==> config.mk <==
export PLATFORM = sky130hd
export DESIGN_NAME = vio_top
export DESIGN_NICKNAME = d
export VERILOG_FILES = /design/src/vio_pkg.sv /design/src/par_pair.sv /design/src/ctl_lines.sv /design/src/vio_top.sv
export SDC_FILE = /design/constraint.sdc
export NUM_CORES = 1
export LEC_CHECK = 0
export BUFFER_PORTS_ARGS = -buffer_cell sky130_fd_sc_hd__buf_2
export CAP_MARGIN = 0
export CORE_ASPECT_RATIO = 0.75
export CORE_MARGIN = 2
export CORE_UTILIZATION = 46
export DETAILED_ROUTE_END_ITERATION = 8
export GPL_ROUTABILITY_DRIVEN = 0
export GPL_TIMING_DRIVEN = 0
export HOLD_SLACK_MARGIN = 0.06
export PLACE_DENSITY = 0.75
export SYNTH_ARGS = -nofsm -noshare
export SYNTH_HDL_FRONTEND = slang
export SYNTH_SLANG_ARGS = --single-unit
==> constraint.sdc <==
create_clock -name core_clk -period 2.05 [get_ports core_clk]
set_input_delay 0 -clock core_clk [delete_from_list [all_inputs] [get_ports core_clk]]
set_output_delay 0 -clock core_clk [all_outputs]
set_load 0.02 [all_outputs]
==> src/vio_pkg.sv <==
// Shared constants for the bus board parallel and control-line block
package vio_pkg;
	// On-board locations (low five address bits)
	localparam logic [4:0] LOC_PAR_A_DATA = 5'h08;
	localparam logic [4:0] LOC_PAR_B_DATA = 5'h09;
	localparam logic [4:0] LOC_PAR_STATUS = 5'h0A;
	localparam logic [4:0] LOC_CTL_LINE_ZERO = 5'h18;
	localparam logic [4:0] LOC_CTL_LINE_FOUR = 5'h1C;
	localparam logic [4:0] LOC_CTL_LINE_FIVE = 5'h1D;
	localparam logic [4:0] LOC_CTL_LINE_SIX = 5'h1E;
	localparam logic [4:0] LOC_CTL_LINE_SEVEN = 5'h1F;
	localparam logic [1:0] CTL_RANGE_TOP = 2'h3;
	// Status register bit positions
	localparam int ST_A_FULL = 0;
	localparam int ST_A_DONE = 1;
	localparam int ST_B_FULL = 2;
	localparam int ST_B_DONE = 3;
	// Pair polarity select field layout
	localparam int PS_STB_LO = 0;
	localparam int PS_STB_HI = 1;
	localparam int PS_TAKEN_HIGH = 2;
	localparam int PS_OSTB_POS = 3;
	localparam int PS_ACK_LO = 4;
	localparam int PS_ACK_HI = 5;
	// Input strobe modes
	localparam logic [1:0] STB_POS_FALL = 2'h0;
	localparam logic [1:0] STB_NEG_RISE = 2'h1;
	localparam logic [1:0] STB_PASS = 2'h2;
	// Output acknowledge modes
	localparam logic [1:0] ACK_HIGH = 2'h0;
	localparam logic [1:0] ACK_LOW = 2'h1;
	localparam logic [1:0] ACK_NONE = 2'h2;
	// Reset values and unmapped read data
	localparam logic [7:0] OUT_DATA_RST = 8'h00;
	localparam logic [7:0] CTL_DRIVE_RST = 8'h00;
	localparam logic [7:0] RDATA_RST = 8'h00;
	localparam logic [7:0] UNMAPPED_RDATA = 8'h00;
	// Timing
	localparam int CLK_PERIOD_NS = 50;
	localparam int OUT_STROBE_NS = 500;
	localparam int OUT_STROBE_CYC = (OUT_STROBE_NS + CLK_PERIOD_NS - 1) / CLK_PERIOD_NS;
endpackage

==> src/par_pair.sv <==
// One parallel port pair: output port with strobe and acknowledge, input port with latch
`timescale 1ns/100ps
module par_pair
	import vio_pkg::*;
#(
	parameter int STROBE_CYC = OUT_STROBE_CYC
) (
	input wire logic core_clk, // Clock
	input wire logic rst, // Async reset
	input wire logic [5:0] polarity_sel, // Pair polarity select
	input wire logic host_load, // Host write to output port
	input wire logic host_read, // Host read of input port
	input wire logic [7:0] host_wdata, // Byte from host
	output logic [7:0] out_port_data, // Output port pins
	output logic out_port_strobe, // Outbound strobe pin
	input wire logic out_port_ack_in, // Peripheral acknowledge pin
	input wire logic [7:0] in_port_data, // Input port pins
	input wire logic in_port_strobe, // Peripheral strobe pin
	output logic in_port_taken, // Taken pin to peripheral
	output logic [7:0] in_byte, // Byte seen by host
	output logic input_full_flag, // Input data waiting
	output logic output_done_flag // Output acknowledged
);
	initial begin
		if (STROBE_CYC < 1 || STROBE_CYC > 255) $error("STROBE_CYC out of range");
	end
	logic [7:0] latch_r;
	logic [7:0] stb_cnt_r, stb_cnt_nxt;
	logic stb_prev_r, ack_prev_r, armed_r, taken_r, full_r, done_r;
	wire [1:0] stb_mode = polarity_sel[PS_STB_HI:PS_STB_LO];
	wire [1:0] ack_mode = polarity_sel[PS_ACK_HI:PS_ACK_LO];
	wire stb_act = (stb_mode == STB_NEG_RISE) ? ~in_port_strobe : in_port_strobe;
	// Previous levels are kept as active levels, so reset means inactive for either polarity
	wire stb_act_prev = stb_prev_r;
	wire latch_now = (stb_mode != STB_PASS) && stb_act_prev && !stb_act;
	wire stb_begin = (stb_mode != STB_PASS) && !stb_act_prev && stb_act;
	wire ack_act = (ack_mode == ACK_LOW) ? ~out_port_ack_in : out_port_ack_in;
	wire ack_act_prev = ack_prev_r;
	wire ack_seen = (ack_mode == ACK_NONE) ? 1'b1 : (ack_act && !ack_act_prev);
	wire strobing = (stb_cnt_r != 8'h00);
	wire done_set = armed_r && !strobing && ack_seen;
	assign stb_cnt_nxt = host_load ? 8'(STROBE_CYC) : (strobing ? stb_cnt_r - 8'h01 : 8'h00);
	assign out_port_strobe = polarity_sel[PS_OSTB_POS] ? strobing : ~strobing;
	assign in_port_taken = polarity_sel[PS_TAKEN_HIGH] ? taken_r : ~taken_r;
	assign in_byte = (stb_mode == STB_PASS) ? in_port_data : latch_r;
	assign input_full_flag = full_r;
	assign output_done_flag = done_r;
	always_ff @(posedge core_clk or posedge rst) begin
		if (rst) begin
			out_port_data <= OUT_DATA_RST;
			latch_r <= 8'h00;
			stb_cnt_r <= 8'h00;
			stb_prev_r <= 1'b0;
			ack_prev_r <= 1'b0;
			armed_r <= 1'b0;
			taken_r <= 1'b1;
			full_r <= 1'b0;
			done_r <= 1'b1;
		end else begin
			if (host_load) out_port_data <= host_wdata;
			if (latch_now) latch_r <= in_port_data;
			stb_cnt_r <= stb_cnt_nxt;
			stb_prev_r <= stb_act;
			ack_prev_r <= ack_act;
			armed_r <= host_load | (armed_r & ~done_set);
			taken_r <= host_read | (taken_r & ~stb_begin);
			full_r <= latch_now | (full_r & ~host_read);
			done_r <= done_set | (done_r & ~host_load);
		end
	end
endmodule // par_pair

==> src/ctl_lines.sv <==
// Eight inverted open-collector control lines
`timescale 1ns/100ps
module ctl_lines
	import vio_pkg::*;
(
	input wire logic core_clk, // Clock
	input wire logic rst, // Async reset
	input wire logic wr_en, // Host write to a line
	input wire logic [2:0] line_sel, // Line number
	input wire logic wr_bit, // Data bit 0 from host
	input wire logic [7:0] driver_connect_switches, // Driver connected per line
	input wire logic [7:0] ctl_line_in, // Line levels
	output logic [7:0] ctl_line_out, // Driven level when enabled
	output logic [7:0] ctl_line_oe_n, // Low while pulling the line
	output logic rd_bit, // Inverted level of selected line
	output logic [7:0] drive_state // Driver latches
);
	logic [7:0] drive_r;
	assign ctl_line_out = 8'h00;
	assign ctl_line_oe_n = ~(drive_r & driver_connect_switches);
	assign rd_bit = ~ctl_line_in[line_sel];
	assign drive_state = drive_r;
	always_ff @(posedge core_clk or posedge rst) begin
		if (rst) begin
			drive_r <= CTL_DRIVE_RST;
		end else if (wr_en) begin
			drive_r[line_sel] <= wr_bit;
		end
	end
endmodule // ctl_lines

==> src/vio_top.sv <==
// Bus board decode, wait state, two parallel port pairs and eight control lines
//
// Contract
// - Claim 32 consecutive locations; low five address bits pick the location.
// - 8-bit I/O mode matches address bits 5-7 only, high bits ignored.
// - Extended I/O also matches address bits 8-15 against high select.
// - Memory mapping decodes memory cycles, matching like extended I/O.
// - With wait selected, request exactly one wait state per access.
// - Output port pulses its strobe whenever the host loads it.
// - Peripheral strobes input data; device latches the byte on the strobe.
// - Input port drives taken after host reads the latched byte.
// - Input strobe: positive falling, negative rising, or pass-through ignoring strobe.
// - Taken polarity selectable: high or low after host read.
// - Output strobe positive or negative, data valid at its trailing edge.
// - Acknowledge active-high, active-low or unused; unused means no waiting.
// - Eight single-bit active-low control lines; lines 4-7 at top four locations.
// - Control-line read returns present line state, driver connected or not.
// - Control-line access inverted: write 1 pulls low, low reads 1.
// - Open-collector driver connection per line; disconnected line is receive-only.
// - All control-line drivers released after power on.
// - Control-line accesses use data bit 0 only; others ignored.
// - Input-full flag set on peripheral delivery, cleared by host read.
// - Output-done flag set on acknowledge after load, cleared by next load.
`timescale 1ns/100ps
module vio_top
	import vio_pkg::*;
#(
	parameter int STROBE_CYC = OUT_STROBE_CYC
) (
	input wire logic core_clk, // Clock
	input wire logic rst, // Async reset
	input wire logic [15:0] bus_addr, // Address
	input wire logic bus_io, // I/O cycle
	input wire logic bus_mem, // Memory cycle
	input wire logic bus_rd, // Read request
	input wire logic bus_wr, // Write request
	input wire logic [7:0] bus_wdata, // Write data
	output logic [7:0] bus_rdata, // Read data
	output logic bus_rvalid, // Read data valid pulse
	output logic bus_sel, // Board selected
	output logic bus_wait, // Wait state request
	input wire logic [2:0] base_address_select, // Address bits 7..5
	input wire logic map_extended, // Extended 16-bit I/O
	input wire logic map_memory, // Memory mapped
	input wire logic [7:0] high_address_select, // Address bits 15..8
	input wire logic wait_insert_select, // Insert one wait state
	input wire logic [5:0] pair_a_polarity_select, // Pair A polarities
	input wire logic [5:0] pair_b_polarity_select, // Pair B polarities
	output logic [7:0] out_a_data, // Pair A output byte
	output logic out_port_strobe_a, // Pair A outbound strobe
	input wire logic out_port_ack_in_a, // Pair A acknowledge
	input wire logic [7:0] in_a_data, // Pair A input byte
	input wire logic in_port_strobe_a, // Pair A inbound strobe
	output logic in_port_taken_a, // Pair A taken
	output logic [7:0] out_b_data, // Pair B output byte
	output logic out_port_strobe_b, // Pair B outbound strobe
	input wire logic out_port_ack_in_b, // Pair B acknowledge
	input wire logic [7:0] in_b_data, // Pair B input byte
	input wire logic in_port_strobe_b, // Pair B inbound strobe
	output logic in_port_taken_b, // Pair B taken
	input wire logic [7:0] driver_connect_switches, // Control driver connects
	input wire logic [7:0] ctl_line_in, // Control line levels
	output logic [7:0] ctl_line_out, // Control line drive level
	output logic [7:0] ctl_line_oe_n // Control line pull enable, low active
);
	initial begin
		if (STROBE_CYC < 1 || STROBE_CYC > 255) $error("STROBE_CYC out of range");
	end

	function automatic logic loc_is_ctl(input logic [4:0] loc);
		return loc[4:3] == CTL_RANGE_TOP;
	endfunction

	logic wait_done_r, wait_done_nxt;
	logic [7:0] rdata_nxt;
	logic [7:0] a_in_byte, b_in_byte, drive_state;
	logic a_full, a_done, b_full, b_done, ctl_rd_bit;

	// Address decode
	wire [4:0] loc = bus_addr[4:0];
	wire space_ok = map_memory ? bus_mem : bus_io;
	wire base_ok = bus_addr[7:5] == base_address_select;
	wire high_used = map_memory | map_extended;
	wire high_ok = high_used ? (bus_addr[15:8] == high_address_select) : 1'b1;
	wire hit = space_ok & base_ok & high_ok & (bus_rd | bus_wr);
	assign bus_sel = hit;
	assign bus_wait = hit & wait_insert_select & ~wait_done_r;
	wire accept = hit & ~bus_wait;
	wire rd_acc = accept & bus_rd;
	wire wr_acc = accept & bus_wr & ~bus_rd;
	assign wait_done_nxt = accept ? 1'b0 : bus_wait;

	// Location strobes
	wire a_load = wr_acc & (loc == LOC_PAR_A_DATA);
	wire b_load = wr_acc & (loc == LOC_PAR_B_DATA);
	wire a_read = rd_acc & (loc == LOC_PAR_A_DATA);
	wire b_read = rd_acc & (loc == LOC_PAR_B_DATA);
	wire ctl_wr = wr_acc & loc_is_ctl(loc);
	wire [7:0] status = {4'h0, b_done, b_full, a_done, a_full};

	// Read data select; unmapped returns a constant and touches nothing
	always_comb begin
		if (loc == LOC_PAR_A_DATA) begin
			rdata_nxt = a_in_byte;
		end else if (loc == LOC_PAR_B_DATA) begin
			rdata_nxt = b_in_byte;
		end else if (loc == LOC_PAR_STATUS) begin
			rdata_nxt = status;
		end else if (loc_is_ctl(loc)) begin
			rdata_nxt = {7'h00, ctl_rd_bit};
		end else begin
			rdata_nxt = UNMAPPED_RDATA;
		end
	end

	always_ff @(posedge core_clk or posedge rst) begin
		if (rst) begin
			wait_done_r <= 1'b0;
			bus_rdata <= RDATA_RST;
			bus_rvalid <= 1'b0;
		end else begin
			wait_done_r <= wait_done_nxt;
			bus_rvalid <= rd_acc;
			if (rd_acc) bus_rdata <= rdata_nxt;
		end
	end

	par_pair #(.STROBE_CYC(STROBE_CYC)) u_pair_a (
		.core_clk(core_clk),
		.rst(rst),
		.polarity_sel(pair_a_polarity_select),
		.host_load(a_load),
		.host_read(a_read),
		.host_wdata(bus_wdata),
		.out_port_data(out_a_data),
		.out_port_strobe(out_port_strobe_a),
		.out_port_ack_in(out_port_ack_in_a),
		.in_port_data(in_a_data),
		.in_port_strobe(in_port_strobe_a),
		.in_port_taken(in_port_taken_a),
		.in_byte(a_in_byte),
		.input_full_flag(a_full),
		.output_done_flag(a_done)
	);

	par_pair #(.STROBE_CYC(STROBE_CYC)) u_pair_b (
		.core_clk(core_clk),
		.rst(rst),
		.polarity_sel(pair_b_polarity_select),
		.host_load(b_load),
		.host_read(b_read),
		.host_wdata(bus_wdata),
		.out_port_data(out_b_data),
		.out_port_strobe(out_port_strobe_b),
		.out_port_ack_in(out_port_ack_in_b),
		.in_port_data(in_b_data),
		.in_port_strobe(in_port_strobe_b),
		.in_port_taken(in_port_taken_b),
		.in_byte(b_in_byte),
		.input_full_flag(b_full),
		.output_done_flag(b_done)
	);

	ctl_lines u_ctl (
		.core_clk(core_clk),
		.rst(rst),
		.wr_en(ctl_wr),
		.line_sel(loc[2:0]),
		.wr_bit(bus_wdata[0]),
		.driver_connect_switches(driver_connect_switches),
		.ctl_line_in(ctl_line_in),
		.ctl_line_out(ctl_line_out),
		.ctl_line_oe_n(ctl_line_oe_n),
		.rd_bit(ctl_rd_bit),
		.drive_state(drive_state)
	);

	wire req8 = bus_io & ~map_memory & ~map_extended & (bus_rd | bus_wr);
endmodule // vio_top

; Yosys cells after proc, flatten, opt, wreduce, memory -nomap -nowiden
; Cells that the tools add are included.
[totals]
reg_bits = 78
input_bits = 92
out_inout_bits = 47
word_cells = 149
[op_classes]
add_sub_neg = 2
n_lt_le_gt_ge = 2
n_eq_ne = 16
muxes = 28
bitwise_logic = 54
n_reduce_logical = 25
[op_table]
columns = op, n
row1 = 2-to-1 mux 8 bit, 8
row2 = AND 1 bit, 22
row3 = NOT 1 bit, 20
row4 = 2-to-1 mux 1 bit, 16
row5 = nonzero test 8 bit, 2
row6 = "subtractor 8 x 1 -> 8 bit, second input constant", 2
row7 = "equality test 5 x 4 -> 1 bit, second input constant", 3
row8 = logical AND 1 bit, 15
row9 = "equality test 2 bit, second input constant", 5
row10 = bitwise OR 1 bit, 10
row11 = AND 8 bit, 1
row12 = bitwise mux 8 bit, 1
row13 = "equality test 2 x 1 -> 1 bit, second input constant", 4
row14 = equality test 8 bit, 1
row15 = zero test 1 bit, 8
row16 = NOT 8 bit, 1
row17 = "< comparator 3 x 4 -> 1 bit, second input constant", 1
row18 = 2-to-1 mux 4 bit, 1
row19 = "!= test 2 bit, second input constant", 2
row20 = binary-select mux 1 bit (select 3 bit), 1
row21 = demux 1 bit (select 3 bit), 1
row22 = equality test 3 bit, 1
row23 = "greater-or-equal comparator 3 x 1 -> 1 bit, second input constant", 1

; Depth between registers and ports, before layout
; Gate-level depths: netlist of the first run.
[depth]
depth_word = 14
depth_mapped = 8

; Cells and area by module
; From an unflattened synthesis of the first run, not the netlist that was laid out.
[unflattened]
hier_cells = 366
area_unflattened_um2 = 4191.5
[modules_own_cells]
columns = module, instances, cells_each, area_each_um2
row1 = par_pair, 2, 116, 1427.6
row2 = vio_top, 1, 86, 793.3
row3 = ctl_lines, 1, 48, 543.0

; Worst setup path before layout of the first run
; OpenSTA, ideal clock, no wires.
[synth_timing]
path_type = register to register
startpoint = register u_pair_a.stb_cnt_r[0]
endpoint = register u_pair_a.armed_r
arrival_ps = 1801
path_slack_ps = 128
path_stages_with_launch = 8
period_less_slack_ps = 1922
cell_sequence = dfrtp_1 inv_1 ha_1 or4b_1 nor4_2 inv_1 o21ai_0 nand2_1
[synth_between]
elab_chain_cells = 7
[synth_lines]
columns = item, line
row1 = start: declaration, par_pair.sv:28  ; logic [7:0] stb_cnt_r, stb_cnt_nxt;
row2 = start signal: assignment, par_pair.sv:62  ; stb_cnt_r <= stb_cnt_nxt;
row3 = nonzero test 8 bit, par_pair.sv:40  ; wire strobing = (stb_cnt_r != 8'h00);
row4 = zero test 1 bit, par_pair.sv:41  ; wire done_set = armed_r && !strobing && ack_seen;
row5 = logical AND 1 bit (2 in series), par_pair.sv:41
row6 = NOT 1 bit, par_pair.sv:65  ; armed_r <= host_load | (armed_r & ~done_set);
row7 = AND 1 bit, par_pair.sv:65
row8 = bitwise OR 1 bit, par_pair.sv:65
row9 = end signal: assignment, par_pair.sv:65
row10 = end: declaration, par_pair.sv:29  ; logic stb_prev_r, ack_prev_r, armed_r, taken_r, full_r, done_r;
; Every way passes these cells.
; A chain may end at the register's enable or synchronous reset.

; Worst setup path in the final report of the first run
[layout_timing]
startpoint = register u_pair_a.stb_cnt_r[0]
endpoint = output port out_port_strobe_a
[layout_between]
elab_chain_cells = 3
[layout_lines]
columns = item, line
row1 = nonzero test 8 bit *, par_pair.sv:40
row2 = NOT 1 bit, par_pair.sv:43  ; assign out_port_strobe = polarity_sel[PS_OSTB_POS] ? strobing : ~strobing;
row3 = 2-to-1 mux 1 bit *, par_pair.sv:43
row4 = end: declaration, vio_top.sv:50  ; output logic out_port_strobe_a,
; Every way passes the cells marked *; elsewhere a longest branch is shown, timed or not.

==> flow_metrics.env, run 1 <==
export IMPL_vias_per_cell=5.08
export IMPL_total_power_uw=4560
export IMPL_tightest_slew_ns=0.628
export IMPL_drc=0
export IMPL_multi_input_area_um2=1940
export IMPL_fin_crit_ns=1.95
export IMPL_ir_drop_uv=555
export IMPL_synth_edf_count=0
export IMPL_slew_viol_final=0
export IMPL_grt_overflow=0
export IMPL_diodes=0
export IMPL_r2r_cells=8
export IMPL_drt_initial_drc_count=123
export IMPL_syn_area_um2=4050
export IMPL_worst_path_largest_cell_delay_ns=0.48
export IMPL_die_h_um=85.2
export IMPL_fin_setup_tns_ns=0
export IMPL_internal_power_uw=3420
export IMPL_min_path_cells=4
export IMPL_rr_startpoint="u_pair_a.stb_cnt_r[0]"
export IMPL_fmax_mhz=512
export IMPL_ant_nets=0
export IMPL_skew_ns=0.00412
export IMPL_cap_violations=0
export IMPL_rows=29
export IMPL_endpoint_kind="output port"
export IMPL_startpoint_type="flip-flop"
export IMPL_worstPathArrival_ns=1.95
export IMPL_final_cell_area_um2=5640
export IMPL_yosys_area_top_type="dfrtp_1"
export IMPL_cp_slowest_cell="or4b_4"
export IMPL_worstSetupStartpoint="u_pair_a.stb_cnt_r[0]"
export IMPL_grt_pass1_vias=3400
export IMPL_p_clk_share_pct=39.8
export IMPL_period_share_pct=95.4
export IMPL_synth_area_leaders="dfrtp_1, mux2_2, xnor2_1, mux2i_1, dfstp_2"
export IMPL_cellLeakagePower_uw=0.00271
export IMPL_cts_buffer_depth=2
export IMPL_clkTransAtPathRegs_ns=0.06
export IMPL_swShare_pct=25.1
export IMPL_numCtsBuffers=9
export IMPL_syn_area_per_cell_um2=11.5
export IMPL_fp_dieW_um=112
export IMPL_regArea_um2=1960
export IMPL_synth_top_cell_area_share_pct=45.7
export IMPL_root_buffer="clkbuf_16"
export IMPL_die_area_um2=9570
export IMPL_vias=3312
export IMPL_crit_buf_inv=2
export IMPL_yosysMostFrequentCell="dfrtp_1"
export IMPL_seqPwrFrac_pct=42.8
export IMPL_crit_family="simple AND/OR/NAND/NOR gates"
export IMPL_power_switching_uw=1140
export IMPL_syn_to_final_growth_pct=39.4
export IMPL_grt_max_degree=50
export IMPL_fillers=663
export IMPL_synthTopCellsByCount="dfrtp_1, mux2_2, xnor2_1, nor3_1, mux2i_1"
export IMPL_finalSetupViolations=0
export IMPL_powerDensity_nw_per_um2=808
export IMPL_finalHoldViolations=0
export IMPL_grt_pass1_wl_mm=16.3
export IMPL_start_util_pct=47.7
export IMPL_synthCells=352
export IMPL_grt_antenna_before_repair=0
export IMPL_dp_hpwl_mm=6.77
export IMPL_drt_wl_total_mm=9.78
export IMPL_wl_per_cell_um=15.0
export IMPL_htree_levels=3
export IMPL_min_to="u_ctl.drive_state[0]"
export IMPL_critPathRequiredTime_ns=2.05
export IMPL_clk_latency_ns=0.34
export IMPL_ys_flop_type="dfrtp_1"
export IMPL_dr_pass1_iters=4
export IMPL_timing_worst_setup_path_type="reg -> out"
export IMPL_placed_cell_area_um2=4880
export IMPL_coreArea_um2=8490
export IMPL_async_reset_ff_share_pct=100
export IMPL_hold_class="in -> reg"
export IMPL_path_max_fanout=3
export IMPL_ys_ff_latch=78
export IMPL_min_from="bus_addr[1]"
export IMPL_synth_warning_count=0
export IMPL_drive_gt1_share_pct=42.3
export IMPL_cts_sinks=78
export IMPL_portBuffers=129
export IMPL_slew_headroom_pct=58.1
export IMPL_rr_endpoint="u_pair_a.armed_r"
export IMPL_synth_cell_type_count=52
export IMPL_ios=139
export IMPL_yosysSeqAreaShare_pct=48.3
export IMPL_status="finished, final reports clean"
export IMPL_fin_util_pct=66.5
export IMPL_power_frac_comb_pct=17.4
export IMPL_nets=636
export IMPL_cp_cell_sequence="inv_2, ha_1, or4b_4, nor4_4, xor2_1, buf_4"
export IMPL_cts_tree="yes"
export IMPL_fin_cells=652
export IMPL_r2r_slack_ns=0.19
export IMPL_grt_usage_pct=21.5
export IMPL_place_inst=597
==> cell type report <==
type,instances,area share (%)
sequential,78,34.7
multi-input combinational,243,34.4
clock inverter,4,1.69
clock buffer,11,4.30
inverter,13,0.909
timing repair buffer,172,19.1
buffer,23,2.53
tap,108,2.39
==> worst max-delay path by stage <==
stage / end / slack [ns] / depth (start not counted)
final: out_port_strobe_a / 0.1 / 6
after global routing: out_port_strobe_a / -0.003 / 6
after CTS: out_port_strobe_a / -0.02 / 6
after detailed placement: u_pair_a.armed_r / -0.21 / 7
after global placement: u_pair_a.out_port_data[6] / -0.80 / 2
after floorplan: bus_rdata[0] / 0.06 / 1
==> layer usage <==
layer  track usage (%)  vias to the layer above  wire, µm
met5                 0                        -         0
met4              6.43                        0        57
met3              5.71                        6       471
met2              36.2                       97      4970
met1              27.7                     1612      4280
li1                  -                     1597         -
==> flip-flops by register name, summed over array words and instances (netlist names) <==
signal and cells:
u_pair_b.stb_act_prev 1, u_pair_b.out_port_data 8, u_pair_b.latch_r 8, u_pair_b.input_full_flag 1, u_pair_b.taken_r 1, u_pair_b.stb_cnt_r 8, u_pair_b.armed_r 1, u_pair_a.stb_act_prev 1
u_pair_a.ack_act_prev 1, u_pair_a.stb_cnt_r 8, bus_rvalid 1, u_pair_a.output_done_flag 1, u_pair_a.taken_r 1, u_pair_a.out_port_data 8, u_ctl.drive_state 8, u_pair_b.output_done_flag 1
wait_done_r 1, u_pair_b.ack_act_prev 1, bus_rdata 8, u_pair_a.latch_r 8, u_pair_a.armed_r 1, u_pair_a.input_full_flag 1
==> cell usage in the layout, fill, tap and decap left out, drive strengths merged, types with 5 or more instances in the layout <==
master	count
buf	150
xor2	6
clkbuf	21
o22ai	8
nor3	19
dfrtp	74
nand3	7
inv	13
mux2i	18
dlygate4sd3	35
mux2	51
nor2b	9
nand2	17
o21ai	11
xnor2	23
nand2b	5
nand4	9
conb	8
nor2	9
==> timing repair <==
action	4_1_cts	5_1_grt
endpoints found under the hold margin	113	0
pin swaps	1	3
endpoints found under the setup margin	13	10
hold buffers	35	0
gates resized for setup	4	5
buffers inserted	3	4
==> tightest hold or removal path: stages <==
cell     delay [ns]
buf_2          0.11
nor2_1         0.06
nand4_1        0.09
mux2_2         0.16
==> power by group through the flow <==
stage,Combinational (µW),Sequential (µW),Clock (µW)
4_1_cts,784,1940,1850
3_5_place_dp,715,1950,0
3_3_place_gp,677,1940,0
6_report,794,1950,1810
2_1_floorplan,504,1920,0
5_1_grt,883,1970,1890
==> cell families (layout without fill, tap and decap cells) <==
family	Yosys count	count (layout)	synth area share, %
adder cells (fa/ha/maj)	4	4	1.24
buffers and inverters	38	223	4.88
XOR/XNOR	29	29	6.28
AO/OA/AOI/OAI	32	32	4.95
other	1	8	0.0926
flip-flops	78	78	48.3
multiplexers	70	70	19.8
AND/OR/NAND/NOR	100	100	14.5
==> stage by stage <==
stage	worst slack (ns)	hold slack, ns
CTS	-0.0192	0.119
global route	-0.00292	0.156
global placement	-0.800	0.214
finish	0.0952	0.124
detailed placement	-0.210	0.0246
floorplan	0.0616	0.111
Power figures use the tool's default switching activity.
==> inputs of run 2 (changes only) <==
--- a/config.mk
+++ b/config.mk
@@ -10,6 +10,7 @@
 export CORE_ASPECT_RATIO = 0.75
 export CORE_MARGIN = 2
 export CORE_UTILIZATION = 46
+export CTS_CLUSTER_SIZE = 25
 export DETAILED_ROUTE_END_ITERATION = 8
 export GPL_ROUTABILITY_DRIVEN = 0
 export GPL_TIMING_DRIVEN = 0
@@ -17,4 +18,5 @@
 export PLACE_DENSITY = 0.75
 export SYNTH_ARGS = -nofsm -noshare
 export SYNTH_HDL_FRONTEND = slang
+export SYNTH_HIERARCHICAL = 1
 export SYNTH_SLANG_ARGS = --single-unit
==> flow_metrics.env, run 2 <==
export IMPL_worst_path_largest_cell_delay_ns=0.36
export IMPL_cts_tree="yes"
export IMPL_portBuffers=130
export IMPL_preCtsSetupSlack_ns=-0.239
export IMPL_dp_hpwl_mm=7.41
export IMPL_numCtsBuffers=9
export IMPL_powerDensity_nw_per_um2=784
export IMPL_yosys_area_top_type="dfrtp_1"
export IMPL_vias=3330
export IMPL_async_reset_ff_share_pct=100
export IMPL_grt_max_degree=31
export IMPL_fp_dieW_um=114
export IMPL_cellLeakagePower_uw=0.00279
export IMPL_grt_pass1_vias=3323
export IMPL_vias_per_cell=5.02
export IMPL_diodes=0
export IMPL_met3_usage_pct=4.62
export IMPL_final_cell_mix="buf_2, dfrtp_1, mux2_2"
export IMPL_slew_headroom_pct=23.5
export IMPL_rows=30
export IMPL_synth_top_cell_area_share_pct=44.2
export IMPL_syn_area_per_cell_um2=11.5
export IMPL_synth_warning_count=6
export IMPL_ys_flop_type="dfrtp_1"
export IMPL_placed_cell_area_um2=5010
export IMPL_die_area_um2=9900
export IMPL_cp_cell_sequence="nand2b_1, nand2_1, nor3_2, clkbuf_4, buf_2, mux2_2"
export IMPL_skew_ns=0.00582
export IMPL_fin_crit_ns=1.88
export IMPL_power_switching_uw=1120
export IMPL_syn_area_um2=4190
export IMPL_ir_drop_uv=475
export IMPL_timing_worst_setup_path_type="reg -> reg"
export IMPL_drt_initial_drc_count=107
export IMPL_synth_area_leaders="dfrtp_1, mux2_2, xnor2_1, mux2i_1, dfstp_2"
export IMPL_nets=643
export IMPL_synthCells=366
export IMPL_synth_cell_type_count=46
export IMPL_cts_sinks=78
export IMPL_cts_buffer_depth=2
export IMPL_rsz0062_at_grt="false"
export IMPL_internal_power_uw=3360
export IMPL_yosysMostFrequentCell="dfrtp_1"
export IMPL_use_met2_pct=35.9
export IMPL_drt_wl_total_mm=9.90
export IMPL_crit_family="simple AND/OR/NAND/NOR gates"
export IMPL_drive_gt1_share_pct=46.0
export IMPL_htree_levels=3
export IMPL_final_common_cell="buf_2"
export IMPL_critPathRequiredTime_ns=2.25
export IMPL_period_share_pct=91.5
export IMPL_fin_ws_ns=0.174
export IMPL_path_max_fanout=10
export IMPL_slew_viol_final=0
export IMPL_gr_usage_met1_pct=26.5
export IMPL_ios=139
export IMPL_grt_usage_pct=20.7
export IMPL_die_h_um=86.7
export IMPL_crit_buf_inv=2
export IMPL_drc=0
export IMPL_ys_ff_latch=78
export IMPL_clk_latency_ns=0.32
export IMPL_status="finished, final reports clean"
export IMPL_grt_antenna_before_repair=0
export IMPL_clkTransAtPathRegs_ns=0.06
export IMPL_seqPwrFrac_pct=42.9
export IMPL_finalHoldViolations=0
export IMPL_grt_pass1_wl_mm=16.0
export IMPL_syn_to_final_growth_pct=36.4
export IMPL_finalSetupViolations=0
export IMPL_ant_nets=0
export IMPL_fillers=720
export IMPL_p_clk_share_pct=39.0
export IMPL_dr_pass1_iters=4
export IMPL_endpoint_kind="flip-flop"
export IMPL_total_power_uw=4480
export IMPL_hold_class="in -> reg"
export IMPL_synthTopCellsByCount="dfrtp_1, mux2_2, nand2_1, nor2_1, xnor2_1"
export IMPL_grt_overflow=0
export IMPL_coreArea_um2=8930
export IMPL_final_cell_area_um2=5720
export IMPL_cp_slowest_cell="mux2_2"
export IMPL_startpoint_type="flip-flop"
export IMPL_yosysSeqAreaShare_pct=46.7
export IMPL_synth_edf_count=0
export IMPL_swShare_pct=25.1
export IMPL_fmax_mhz=533
export IMPL_cap_violations=0
export IMPL_wl_per_cell_um=14.9
export IMPL_root_buffer="clkbuf_16"
export IMPL_power_frac_comb_pct=18.1
export IMPL_worstPathArrival_ns=2.08
export IMPL_grt_busiest_layer="met2"
export IMPL_tightest_slew_ns=1.15
export IMPL_start_util_pct=46.9
run 2: changes by cell type after synthesis, sizes merged, moves of 5 or more:
cell and delta:
buf +9, clkbuf -12, inv +6, mux2 +10, mux2i -7, nand2 +8, nand4 -5, nor2 +12
nor2b -7, nor3 -9, o22ai -5
run 2: logic make-up after synthesis:
| kind of cell | count (synthesis) | synth area share, % |
|---|---|---|
| AOI/OAI and AO/OA | 36 | 5.91 |
| xor gates and xnor gates | 27 | 5.64 |
| adders and majority gates | 4 | 1.19 |
| buffers and inverters | 41 | 5.37 |
| DFF | 78 | 46.7 |
| muxes | 74 | 20.1 |
| other | 1 | 0.0895 |
| and+or+nand+nor | 105 | 15.0 |
run 2: final cells by class:
type / count / area (µm²) / share of cell area [%]
Multi-Input combinational cell: 254 / 2060 / 35.9
Sequential cell: 78 / 1960 / 34.2
Timing Repair Buffer: 164 / 1010 / 17.6
Clock buffer: 13 / 270 / 4.73
Buffer: 21 / 151 / 2.65
Tap cell: 112 / 140 / 2.45
Inverter: 19 / 71.3 / 1.25
Clock inverter: 3 / 65.1 / 1.14
run 2: worst reg2reg max path: stages (launching register included):
cell	delay, ns
dfrtp_1	0.32
nand2b_1	0.21
nand2_1	0.17
nor3_2	0.22
clkbuf_4	0.23
buf_2	0.25
mux2_2	0.36
run 2: final timing paths:
kind                                        from                        end  slack, ns  depth (start not counted)
max                                  wait_done_r  u_pair_b/out_port_data[1]       0.17                          6
min                                  bus_addr[2]               bus_rdata[3]       0.08                          4
max reg2reg                          wait_done_r  u_pair_b/out_port_data[1]       0.17                          6
min reg2reg                u_pair_b/stb_cnt_r[0]      u_pair_b/stb_cnt_r[0]       0.47                          1
max in group asynchronous                    rst  u_pair_b/out_port_data[2]       0.80                          3
min in group asynchronous                    rst       u_ctl/drive_state[4]       0.20                          3
run 2: what timing repair did:
item | 4_1_cts | 5_1_grt
endpoints found under the hold margin | 82 | 0
gates resized for setup | 1 | 4
buffers inserted | 0 | 0
hold buffers | 33 | 0
endpoints found under the setup margin | 2 | 8
run 2: per-layer routing:
metal	wire (µm)	vias up	share of wire, %
li1	-	1630	-
met1	4190	1627	42
met2	5310	71	54
met3	367	2	3.7
met4	29	0	0.29
met5	0	-	0
run 2: power groups by stage:
stage	Sequential, µW	Clock, µW	Combinational [µW]
final	1920	1750	813
after global routing	1950	1870	894
after CTS	1920	1780	811
after detailed placement	1940	0	750
after global placement	1920	0	712
after floorplan	1900	0	528
run 2: through the flow:
stage | instances | setup TNS (ns) | hold slack (ns) | util (%)
detailed placement | 615 | -1.71 | 0.00577 | 56.1
floorplan | 373 | 0 | -0.184 | -
global route | 664 | 0 | 0.0752 | 64.0
global placement | 615 | -1.61 | -0.00896 | 56.1
finish | 664 | 0 | 0.0772 | 64.0
CTS | 664 | 0 | 0.0602 | 63.6
